--- config.mk ---
export PLATFORM = sky130hd
export DESIGN_NAME = sfl_control
export DESIGN_NICKNAME = d
export VERILOG_FILES = /design/src/inc/sfl_pkg.sv /design/src/hdl/sfl_tick_gen.sv /design/src/hdl/sfl_control.sv
export VERILOG_INCLUDE_DIRS = /design/src /design/src/inc
export SDC_FILE = /design/constraint.sdc
export NUM_CORES = 1
export LEC_CHECK = 0
export BUFFER_PORTS_ARGS = -buffer_cell sky130_fd_sc_hd__buf_2
export CAP_MARGIN = 10
export CORE_UTILIZATION = 50
export CTS_CLUSTER_DIAMETER = 60
export DETAILED_ROUTE_END_ITERATION = 12
export PLACE_DENSITY = 0.7
export SLEW_MARGIN = 30
export SYNTH_ARGS = -nofsm -noshare
export SYNTH_HDL_FRONTEND = slang
export SYNTH_SLANG_ARGS = --single-unit
--- constraint.sdc ---
create_clock -name sys_clk -period 3.6 [get_ports sys_clk]
set_input_delay 0.18 -clock sys_clk [delete_from_list [all_inputs] [get_ports sys_clk]]
set_output_delay 0.18 -clock sys_clk [all_outputs]
set_load 0.05 [all_outputs]
--- src/inc/sfl_cfg.svh ---
// Purpose: Constants for the single-frequency loop-signaling control block
// Assumes: 50 MHz system clock, millisecond tick as the base interval
// Notes: Times are in milliseconds or minutes; cycle counts derive from them
`ifndef SFL_CFG_SVH
`define SFL_CFG_SVH

// Clock rate and tick unit
`define SFL_CLK_HZ 50000000
`define SFL_TICK_US 1000
`define SFL_MS_PER_S 10'h3E8

// Register byte offsets
`define SFL_CTRL_OFS 8'h00
`define SFL_STAT_OFS 8'h04

// Control field positions
`define SFL_GS_BIT 0
`define SFL_ARD_BIT 1
`define SFL_ML_BIT 2
`define SFL_TL_BIT 3
`define SFL_TO_BIT 4
`define SFL_TO20_BIT 5
`define SFL_CTRL_W 6
`define SFL_CTRL_RST 6'h00

// Status field positions
`define SFL_ST_TX_BIT 0
`define SFL_ST_AUG_BIT 1
`define SFL_ST_CUT_BIT 2
`define SFL_ST_RING_BIT 3
`define SFL_ST_TIPG_BIT 4
`define SFL_ST_LB_BIT 5
`define SFL_ST_GS_LSB 8
`define SFL_ST_LBS_LSB 12

// Intervals in milliseconds
`define SFL_HANG_MS 13'h007D
`define SFL_AUG_MS 13'h0190
`define SFL_BRK_MS 13'h003A
`define SFL_ARM_MS 13'h09C4
`define SFL_EXIT_MS 13'h04B0
`define SFL_DISC_MS 13'h012C
`define SFL_RING_ON_MS 13'h07D0
`define SFL_RING_PER_MS 13'h1770

// Loopback timeouts in minutes
`define SFL_TO_SHORT_MIN 11'h004
`define SFL_TO_LONG_MIN 11'h014
`define SFL_S_PER_MIN 11'h03C

`endif

--- src/inc/sfl_pkg.sv ---
// Purpose: Types shared by the loop-signaling control block
// Assumes: Constants come from sfl_cfg.svh
// Notes: State codes are visible in the status register
package sfl_pkg;

   // Ground-start supervisory states
   typedef enum logic [2:0] {
      SFL_GS_IDLE = 3'h0,
      SFL_GS_COSEIZE = 3'h1,
      SFL_GS_LSEIZE = 3'h2,
      SFL_GS_BUSY = 3'h3,
      SFL_GS_COREL = 3'h4,
      SFL_GS_LDISC = 3'h5
   } sfl_gs_state_e;

   // Tone-activated loopback states
   typedef enum logic [1:0] {
      SFL_LB_OFF = 2'h0,
      SFL_LB_ON = 2'h1,
      SFL_LB_CLR = 2'h2
   } sfl_lb_state_e;

   typedef logic [12:0] sfl_ms_t;

endpackage : sfl_pkg

--- src/hdl/sfl_tick_gen.sv ---
// Purpose: Millisecond and second enable pulses from the system clock
// Assumes: One clock, synchronous active-high reset
// Notes: Each tick is a one-cycle enable, never a derived clock
`include "sfl_cfg.svh"
module sfl_tick_gen #(
   parameter int CYC_PER_MS = 50000
) (
   input wire logic sys_clk,
   input wire logic srst,
   output logic tick_ms,
   output logic tick_s
);
   logic [31:0] cyc_cnt;
   logic [9:0] ms_cnt;
   logic [31:0] next_cyc_cnt;
   logic [9:0] next_ms_cnt;
   logic next_tick_ms;
   logic next_tick_s;

   // Prescaler chain: cycles to milliseconds to seconds
   always_comb begin
      next_cyc_cnt = cyc_cnt + 32'h1;
      next_ms_cnt = ms_cnt;
      next_tick_ms = 1'b0;
      next_tick_s = 1'b0;
      if (cyc_cnt >= 32'(CYC_PER_MS - 1)) begin
         next_cyc_cnt = 32'h0;
         next_tick_ms = 1'b1;
         next_ms_cnt = ms_cnt + 10'h1;
         if (ms_cnt >= `SFL_MS_PER_S - 10'h1) begin
            next_ms_cnt = 10'h0;
            next_tick_s = 1'b1;
         end
      end
   end

   always_ff @(posedge sys_clk) begin
      if (srst) begin
         cyc_cnt <= 32'h0;
         ms_cnt <= 10'h0;
         tick_ms <= 1'b0;
         tick_s <= 1'b0;
      end else begin
         cyc_cnt <= next_cyc_cnt;
         ms_cnt <= next_ms_cnt;
         tick_ms <= next_tick_ms;
         tick_s <= next_tick_s;
      end
   end
endmodule : sfl_tick_gen

--- src/hdl/sfl_control.sv ---
// Purpose: Supervisory control of a 4-wire SF to 2-wire station-end converter
// Assumes: Detector and loop sense inputs are clean levels synchronous to sys_clk
// Notes: Options sit in an APB control register; state is readable in status
//
// Our own choices: register access over APB and the address map.
`include "sfl_cfg.svh"
module sfl_control
   import sfl_pkg::*;
#(
   parameter int CYC_PER_MS = `SFL_CLK_HZ / 1000000 * `SFL_TICK_US
) (
   input wire logic sys_clk,
   input wire logic srst,
   input wire logic psel,
   input wire logic penable,
   input wire logic pwrite,
   input wire logic [7:0] paddr,
   input wire logic [31:0] pwdata,
   output logic [31:0] prdata,
   output logic pready,
   output logic pslverr,
   input wire logic rx_tone_det,
   input wire logic test_tone_det,
   input wire logic loop_current,
   input wire logic ring_ground,
   input wire logic manual_loopback_input,
   output logic tx_tone,
   output logic tx_tone_aug,
   output logic voice_cut,
   output logic ring_drive,
   output logic tip_ground,
   output logic loopback_active
);
   logic tick_ms;
   logic tick_s;
   logic [`SFL_CTRL_W-1:0] ctrl;
   logic [`SFL_CTRL_W-1:0] next_ctrl;
   logic [31:0] next_prdata;
   logic next_pready;
   logic next_pslverr;
   sfl_gs_state_e gs_state;
   sfl_gs_state_e next_gs_state;
   sfl_lb_state_e lb_state;
   sfl_lb_state_e next_lb_state;
   sfl_ms_t aug_cnt, next_aug_cnt;
   sfl_ms_t hang_cnt, next_hang_cnt;
   sfl_ms_t disc_cnt, next_disc_cnt;
   sfl_ms_t cad_cnt, next_cad_cnt;
   sfl_ms_t brk_cnt, next_brk_cnt;
   sfl_ms_t lb_cnt, next_lb_cnt;
   logic [10:0] to_cnt, next_to_cnt;
   logic next_tx_tone;
   logic next_tx_tone_aug;
   logic next_voice_cut;
   logic next_ring_drive;
   logic next_tip_ground;
   logic next_loopback_active;
   logic manual_lb;
   logic [10:0] to_limit;

   // Millisecond and second enables
   sfl_tick_gen #(
      .CYC_PER_MS(CYC_PER_MS)
   ) u_tick (
      .sys_clk(sys_clk),
      .srst(srst),
      .tick_ms(tick_ms),
      .tick_s(tick_s)
   );

   // APB slave: one wait state, then a registered answer
   always_comb begin
      next_ctrl = ctrl;
      next_prdata = 32'h0;
      next_pready = 1'b0;
      next_pslverr = 1'b0;
      // Write lands only at the edge that completes the access
      if (psel && penable && pready && pwrite && (paddr == `SFL_CTRL_OFS)) begin
         next_ctrl = pwdata[`SFL_CTRL_W-1:0];
      end
      if (psel && penable && !pready) begin
         next_pready = 1'b1;
         if (paddr == `SFL_CTRL_OFS) begin
            if (!pwrite) begin
               next_prdata = {26'h0, ctrl};
            end
         end else if (paddr == `SFL_STAT_OFS) begin
            if (!pwrite) begin
               next_prdata[`SFL_ST_TX_BIT] = tx_tone;
               next_prdata[`SFL_ST_AUG_BIT] = tx_tone_aug;
               next_prdata[`SFL_ST_CUT_BIT] = voice_cut;
               next_prdata[`SFL_ST_RING_BIT] = ring_drive;
               next_prdata[`SFL_ST_TIPG_BIT] = tip_ground;
               next_prdata[`SFL_ST_LB_BIT] = loopback_active;
               next_prdata[`SFL_ST_GS_LSB +: 3] = gs_state;
               next_prdata[`SFL_ST_LBS_LSB +: 2] = lb_state;
            end
         end else begin
            next_pslverr = 1'b1; // Unmapped address
         end
      end
   end

   always_ff @(posedge sys_clk) begin
      if (srst) begin
         ctrl <= `SFL_CTRL_RST;
         prdata <= 32'h0;
         pready <= 1'b0;
         pslverr <= 1'b0;
      end else begin
         ctrl <= next_ctrl;
         prdata <= next_prdata;
         pready <= next_pready;
         pslverr <= next_pslverr;
      end
   end

   assign manual_lb = ctrl[`SFL_ML_BIT] | manual_loopback_input;
   assign to_limit = ctrl[`SFL_TO20_BIT] ? 11'(`SFL_TO_LONG_MIN * `SFL_S_PER_MIN)
                                         : 11'(`SFL_TO_SHORT_MIN * `SFL_S_PER_MIN);

   // Tone loopback sequencing and timeout
   always_comb begin
      next_lb_state = lb_state;
      next_lb_cnt = lb_cnt;
      next_to_cnt = to_cnt;
      if (manual_lb || !ctrl[`SFL_TL_BIT]) begin
         next_lb_state = SFL_LB_OFF;
         next_lb_cnt = 13'h0;
         next_to_cnt = 11'h0;
      end else begin
         unique case (lb_state)
            SFL_LB_OFF: begin
               if (test_tone_det) begin
                  if (tick_ms && lb_cnt < `SFL_ARM_MS) begin
                     next_lb_cnt = lb_cnt + 13'h1;
                  end
               end else begin
                  next_lb_cnt = 13'h0;
                  if (lb_cnt >= `SFL_ARM_MS) begin
                     next_lb_state = SFL_LB_ON;
                     next_to_cnt = 11'h0;
                  end
               end
            end
            SFL_LB_ON: begin
               if (test_tone_det) begin
                  if (tick_ms) begin
                     next_lb_cnt = lb_cnt + 13'h1;
                  end
                  if (lb_cnt >= `SFL_EXIT_MS) begin
                     next_lb_state = SFL_LB_CLR;
                  end
               end else begin
                  next_lb_cnt = 13'h0;
               end
               if (ctrl[`SFL_TO_BIT]) begin
                  if (tick_s) begin
                     next_to_cnt = to_cnt + 11'h1;
                  end
                  if (to_cnt >= to_limit) begin
                     next_lb_state = SFL_LB_OFF;
                     next_lb_cnt = 13'h0;
                  end
               end else begin
                  next_to_cnt = 11'h0;
               end
            end
            SFL_LB_CLR: begin
               next_lb_cnt = 13'h0;
               if (!test_tone_det) begin
                  next_lb_state = SFL_LB_OFF;
               end
            end
         endcase
      end
      next_loopback_active = manual_lb || (next_lb_state == SFL_LB_ON);
   end

   always_ff @(posedge sys_clk) begin
      if (srst) begin
         lb_state <= SFL_LB_OFF;
         lb_cnt <= 13'h0;
         to_cnt <= 11'h0;
         loopback_active <= 1'b0;
      end else begin
         lb_state <= next_lb_state;
         lb_cnt <= next_lb_cnt;
         to_cnt <= next_to_cnt;
         loopback_active <= next_loopback_active;
      end
   end

   // Supervisory tone states, ringing, path cut and tone level
   always_comb begin
      next_gs_state = gs_state;
      next_disc_cnt = 13'h0;
      next_cad_cnt = 13'h0;
      next_brk_cnt = brk_cnt;
      next_tip_ground = 1'b0;
      next_ring_drive = 1'b0;
      next_tx_tone = 1'b0;
      if (!ctrl[`SFL_GS_BIT]) begin
         gs_state_hold: begin
            next_gs_state = SFL_GS_IDLE;
         end
         next_tx_tone = !loop_current;
         next_ring_drive = rx_tone_det && !loop_current;
      end else begin
         unique case (gs_state)
            SFL_GS_IDLE: begin
               next_tx_tone = 1'b1;
               if (ring_ground) begin
                  next_gs_state = SFL_GS_LSEIZE;
               end else if (!rx_tone_det) begin
                  next_gs_state = SFL_GS_COSEIZE;
               end
            end
            SFL_GS_COSEIZE: begin
               next_tx_tone = 1'b1;
               next_tip_ground = 1'b1;
               next_ring_drive = rx_tone_det && !loop_current;
               if (loop_current) begin
                  next_gs_state = SFL_GS_BUSY;
               end
            end
            SFL_GS_LSEIZE: begin
               if (!rx_tone_det) begin
                  next_gs_state = SFL_GS_BUSY;
               end else if (!ring_ground && !loop_current) begin
                  next_gs_state = SFL_GS_IDLE;
               end
            end
            SFL_GS_BUSY: begin
               next_tip_ground = 1'b1;
               // Ring ground still held means acknowledgement, so no tone yet
               next_tx_tone = !loop_current && !ring_ground;
               if (!loop_current && !ring_ground) begin
                  next_disc_cnt = disc_cnt + (tick_ms ? 13'h1 : 13'h0);
               end
               if (rx_tone_det) begin
                  next_gs_state = SFL_GS_COREL;
               end else if (disc_cnt >= `SFL_DISC_MS) begin
                  next_gs_state = SFL_GS_LDISC;
               end
            end
            SFL_GS_COREL: begin
               if (!loop_current && rx_tone_det) begin
                  next_gs_state = SFL_GS_IDLE;
               end
            end
            SFL_GS_LDISC: begin
               next_tx_tone = 1'b1;
               if (rx_tone_det) begin
                  next_gs_state = SFL_GS_IDLE;
               end
            end
            default: begin
               next_gs_state = SFL_GS_IDLE;
            end
         endcase
      end
      // Auto-ringdown rings on loss of far tone with a fixed cadence
      if (ctrl[`SFL_ARD_BIT]) begin
         if (!rx_tone_det && !loop_current) begin
            next_cad_cnt = cad_cnt;
            if (tick_ms) begin
               next_cad_cnt = (cad_cnt >= `SFL_RING_PER_MS - 13'h1) ? 13'h0 : cad_cnt + 13'h1;
            end
         end
         next_ring_drive = !rx_tone_det && !loop_current && (cad_cnt < `SFL_RING_ON_MS);
      end
      // Loopback echo with minimum break stretching
      if (rx_tone_det) begin
         next_brk_cnt = `SFL_BRK_MS;
      end else if (tick_ms && brk_cnt != 13'h0) begin
         next_brk_cnt = brk_cnt - 13'h1;
      end
      if (loopback_active) begin
         next_tx_tone = rx_tone_det || (brk_cnt != 13'h0);
         next_ring_drive = 1'b0;
         next_tip_ground = 1'b0;
      end
      // Augmented level at each tone onset
      next_aug_cnt = aug_cnt;
      if (next_tx_tone && !tx_tone) begin
         next_aug_cnt = `SFL_AUG_MS;
      end else if (tick_ms && aug_cnt != 13'h0) begin
         next_aug_cnt = aug_cnt - 13'h1;
      end
      next_tx_tone_aug = next_tx_tone && (next_aug_cnt != 13'h0);
      // Voice path cut with hangover after tone stops
      next_hang_cnt = hang_cnt;
      if (next_tx_tone) begin
         next_hang_cnt = `SFL_HANG_MS;
      end else if (tick_ms && hang_cnt != 13'h0) begin
         next_hang_cnt = hang_cnt - 13'h1;
      end
      next_voice_cut = !loop_current || next_tx_tone || (hang_cnt != 13'h0);
   end

   always_ff @(posedge sys_clk) begin
      if (srst) begin
         gs_state <= SFL_GS_IDLE;
         disc_cnt <= 13'h0;
         cad_cnt <= 13'h0;
         brk_cnt <= 13'h0;
         aug_cnt <= 13'h0;
         hang_cnt <= 13'h0;
         tx_tone <= 1'b0;
         tx_tone_aug <= 1'b0;
         voice_cut <= 1'b1;
         ring_drive <= 1'b0;
         tip_ground <= 1'b0;
      end else begin
         gs_state <= next_gs_state;
         disc_cnt <= next_disc_cnt;
         cad_cnt <= next_cad_cnt;
         brk_cnt <= next_brk_cnt;
         aug_cnt <= next_aug_cnt;
         hang_cnt <= next_hang_cnt;
         tx_tone <= next_tx_tone;
         tx_tone_aug <= next_tx_tone_aug;
         voice_cut <= next_voice_cut;
         ring_drive <= next_ring_drive;
         tip_ground <= next_tip_ground;
      end
   end
endmodule : sfl_control

==> results by group <==
Run status
  – Status: complete, no violations

STA
  – Fin crit period: roughly 2.6 ns
  – Least-Margin Pin Slew: approximately 0.83 ns
  – Final Hold Fails: 0
  – Max-slew violation count: 0
  – Post-route setup TNS: 0 ns
  – Final setup vio count: 0
  – RSZ-0062 raised after global routing: false
  – Fmax: roughly 0.39 GHz
  – Period utilization: 0.713
  – Relative slew slack: 0.437
  – Clock skew: about 0.007 ns

Logic synthesis
  – Yosys reg bits: ~160
  – Top cell type's share of synthesized area: 0.437
  – Library cells used by synthesis: between 60 and 70
  – Most used DFF post-synth: dfxtp_1
  – Mapped cell area: 7470 um2
  – Async set-reset flop share out of synthesis: 0
  – Synth top cells by count: dfxtp_1, nor2_1, nand2_1, xnor2_1
  – Avg Inst Size Synth: between 8 and 9 um2
  – Sequential share of the synthesized area: 0.437
  – Yosys warns: 0
  – Synth area leaders: dfxtp_1, nor2_1, xnor2_1
  – Post-synth EDFFs: 0
  – Top-count cell post-synth: dfxtp_1
  – Post-synth top area cell: dfxtp_1
  – Cells after synthesis: ~870

Die
  – Chip width: between 100 and 150 um
  – # rows: 44
  – Die ar.: 15,400 um2
  – Die height: roughly 120 um
  – Core area: ~15,000 um2
  – Initial core utilization: 0.514
  – I/O pin count: 90

Clock tree
  – Clock sinks: 163
  – CTS tree: yes
  – CTS Buf Count: 17
  – Worst-path clk slew: approximately 0.060 ns
  – Post-cts gate resize count: 0
  – CTS root buffer: clkbuf_16
  – Clk Latency, worst-skew pair: 0.43 ns
  – Clk buf depth: 2
  – Clock H-tree levels: 4

Worst setup path
  – Critical Path AT: slightly below 3 ns
  – Critical path type: flip-flop to flip-flop
  – FF-to-FF End: lb_cnt[7]$_SDFFE_PP0P_
  – Worst setup path startpoint: ctrl[5]$_SDFFE_PP0P_
  – Cells on worst reg2reg path: 8
  – Critical path capture point type: flip-flop
  – Worst r2r src: ctrl[5]$_SDFFE_PP0P_
  – Data required time at the worst endpoint: just under 4 ns
  – Reg2reg setup slack: between 1 and 1.5 ns
  – Setup crit start kind: flip-flop
  – Crit path max fanout: 12

Power and ir drop
  – Worst VDD drop: between 0.0003 and 0.0004 V
  – Leakage: between 3 and 4 nW
  – Power density over cell area: between 400 and 500 nW/um2

Finish
  – Area of the multi-input gates: between 3000 and 4000 um2
  – Fraction of layout cells with a size suffix above 1: 0.0954
  – Core Util, Final: 0.583
  – Fill cell count: 1,284
  – Register area: around 3300 um2
  – Antenna diode count: 0
  – Syn-to-layout area delta: 13.3%
  – NumNets Final: approximately 1,000

Place
  – Port Buffers: 42
  – Hpwl dp: ~10 mm
  – Final Wtd Congestion: a little under 0.9

Global route
  – First-pass GRT wire length: 25.7 mm
  – Overall global routing resource usage: 0.203
  – Antenna violations before repair: 0
  – Number of global-route vias before repair: ~5,600
  – Largest net degree at the start of global routing: 23
  – GRT overflow: 0

Detailed routing
  – Detailed Route WL: around 15 mm
  – DRT iter0 DRCs: roughly 380
  – Antenna Violating Nets Remaining: 0
  – Routed len/inst: 13.0 um
  – Vias post-DR: ~6,000
  – Vias per cell: approximately 5.3
  – # DRC: 0
  – Drt pass-1 iters: 6

Job
  – MaxCap Viol Count: 0

Worst hold path
  – Hold Path Cell Cnt: 3
  – Worst hold path class: input pin to flip-flop
  – Hold path startpoint: pwdata[4]
  – Hold endpoint: ctrl[4]$_SDFFE_PP0P_
==> timing repair <==
action	4_1_cts	5_1_grt
setup buffers	0	0
hold buffers	5	0
hold endpoints to repair	5	0
==> worst max-delay path by stage <==
stage	to	slack, ns	cells after the start
3_5_place_dp	lb_cnt[7]$_SDFFE_PP0P_	1.01	8
3_3_place_gp	lb_cnt[7]$_SDFFE_PP0P_	1.10	8
5_1_grt	lb_cnt[7]$_SDFFE_PP0P_	0.79	8
6_report	lb_cnt[7]$_SDFFE_PP0P_	1.03	8
2_1_floorplan	lb_cnt[8]$_SDFFE_PP0P_	1.38	8
4_1_cts	lb_cnt[7]$_SDFFE_PP0P_	1.02	8
==> stage by stage <==
step | area [um2] | setup slack [ns] | instances | hold slack [ns] | total power [mW]
final | 8470 | 1.03 | 1127 | 0.0324 | 4.04
after global routing | 8470 | 0.786 | 1127 | 0.0221 | 4.23
after CTS | 8470 | 1.02 | 1127 | 0.00354 | 4.10
after detailed placement | 7830 | 1.01 | 1090 | 0.432 | 2.28
after global placement | 7830 | 1.10 | 1090 | 0.418 | 2.28
after floorplan | 7610 | 1.38 | 908 | 0.259 | 2.22
==> critical path: stages (launching register included) <==
cell      delay (ns)
dfxtp_1         0.38
inv_1           0.07
ha_1            0.24
or4_4           0.50
o221ai_4        0.26
a21oi_2         0.22
nor2_1          0.19
nand2_1         0.23
o41ai_1         0.38
==> layer usage <==
metal  global-route usage  share of wire  vias to the layer above
met3               0.0586          0.044                       16
met1                0.260           0.48                     2786
met5                    0              0                        -
li1                     -              -                     3102
met2                0.327           0.47                      113
met4               0.0659          0.011                        0
==> layout by cell type (no fill, tap or decap), drive strengths merged, types with 33 or more instances in the layout <==
master	n
xnor2	45
nand2	64
nor2	141
conb	37
nor3	35
inv	33
buf	49
nand3	35
dfxtp	163
a21oi	35
==> where the power goes <==
group / switching (mW) / total, mW / leakage, nW / internal [mW]
clock: 0.746 / 1.80 / 0.293 / 1.05
sequential: 0.0475 / 1.90 / 1.33 / 1.85
combinational: 0.225 / 0.350 / 1.53 / 0.125
total: 1.02 / 4.04 / 3.15 / 3.03
==> logic make-up after synthesis <==
group / count (synthesis) / synth area share
other: 1 / 0.000502
flip-flops: 163 / 0.437
XOR/XNOR: 77 / 0.0903
AND/OR/NAND/NOR: 398 / 0.265
buffers and inverters: 79 / 0.0506
multiplexers: 14 / 0.0188
AO/OA/AOI/OAI: 121 / 0.107
adder cells (fa/ha/maj): 19 / 0.0315
==> sequential cells by signal, summed over array words and instances (netlist names), 2 cells and up <==
register / flops
gs_state: 3
hang_cnt: 13
to_cnt: 11
brk_cnt: 13
aug_cnt: 13
u_tick.ms_cnt: 10
lb_state: 2
lb_cnt: 13
disc_cnt: 13
prdata: 11
u_tick.cyc_cnt: 32
cad_cnt: 13
ctrl: 6
==> area by class of cell <==
| type | instances | area share |
|---|---|---|
| Tap cell | 184 | 0.0272 |
| Multi-Input combinational cell | 666 | 0.468 |
| Timing Repair Buffer | 54 | 0.0369 |
| Clock inverter | 13 | 0.0176 |
| Inverter | 28 | 0.0124 |
| Sequential cell | 163 | 0.385 |
| Clock buffer | 19 | 0.0523 |
Note: power is estimated with default switching activity, not from simulation.
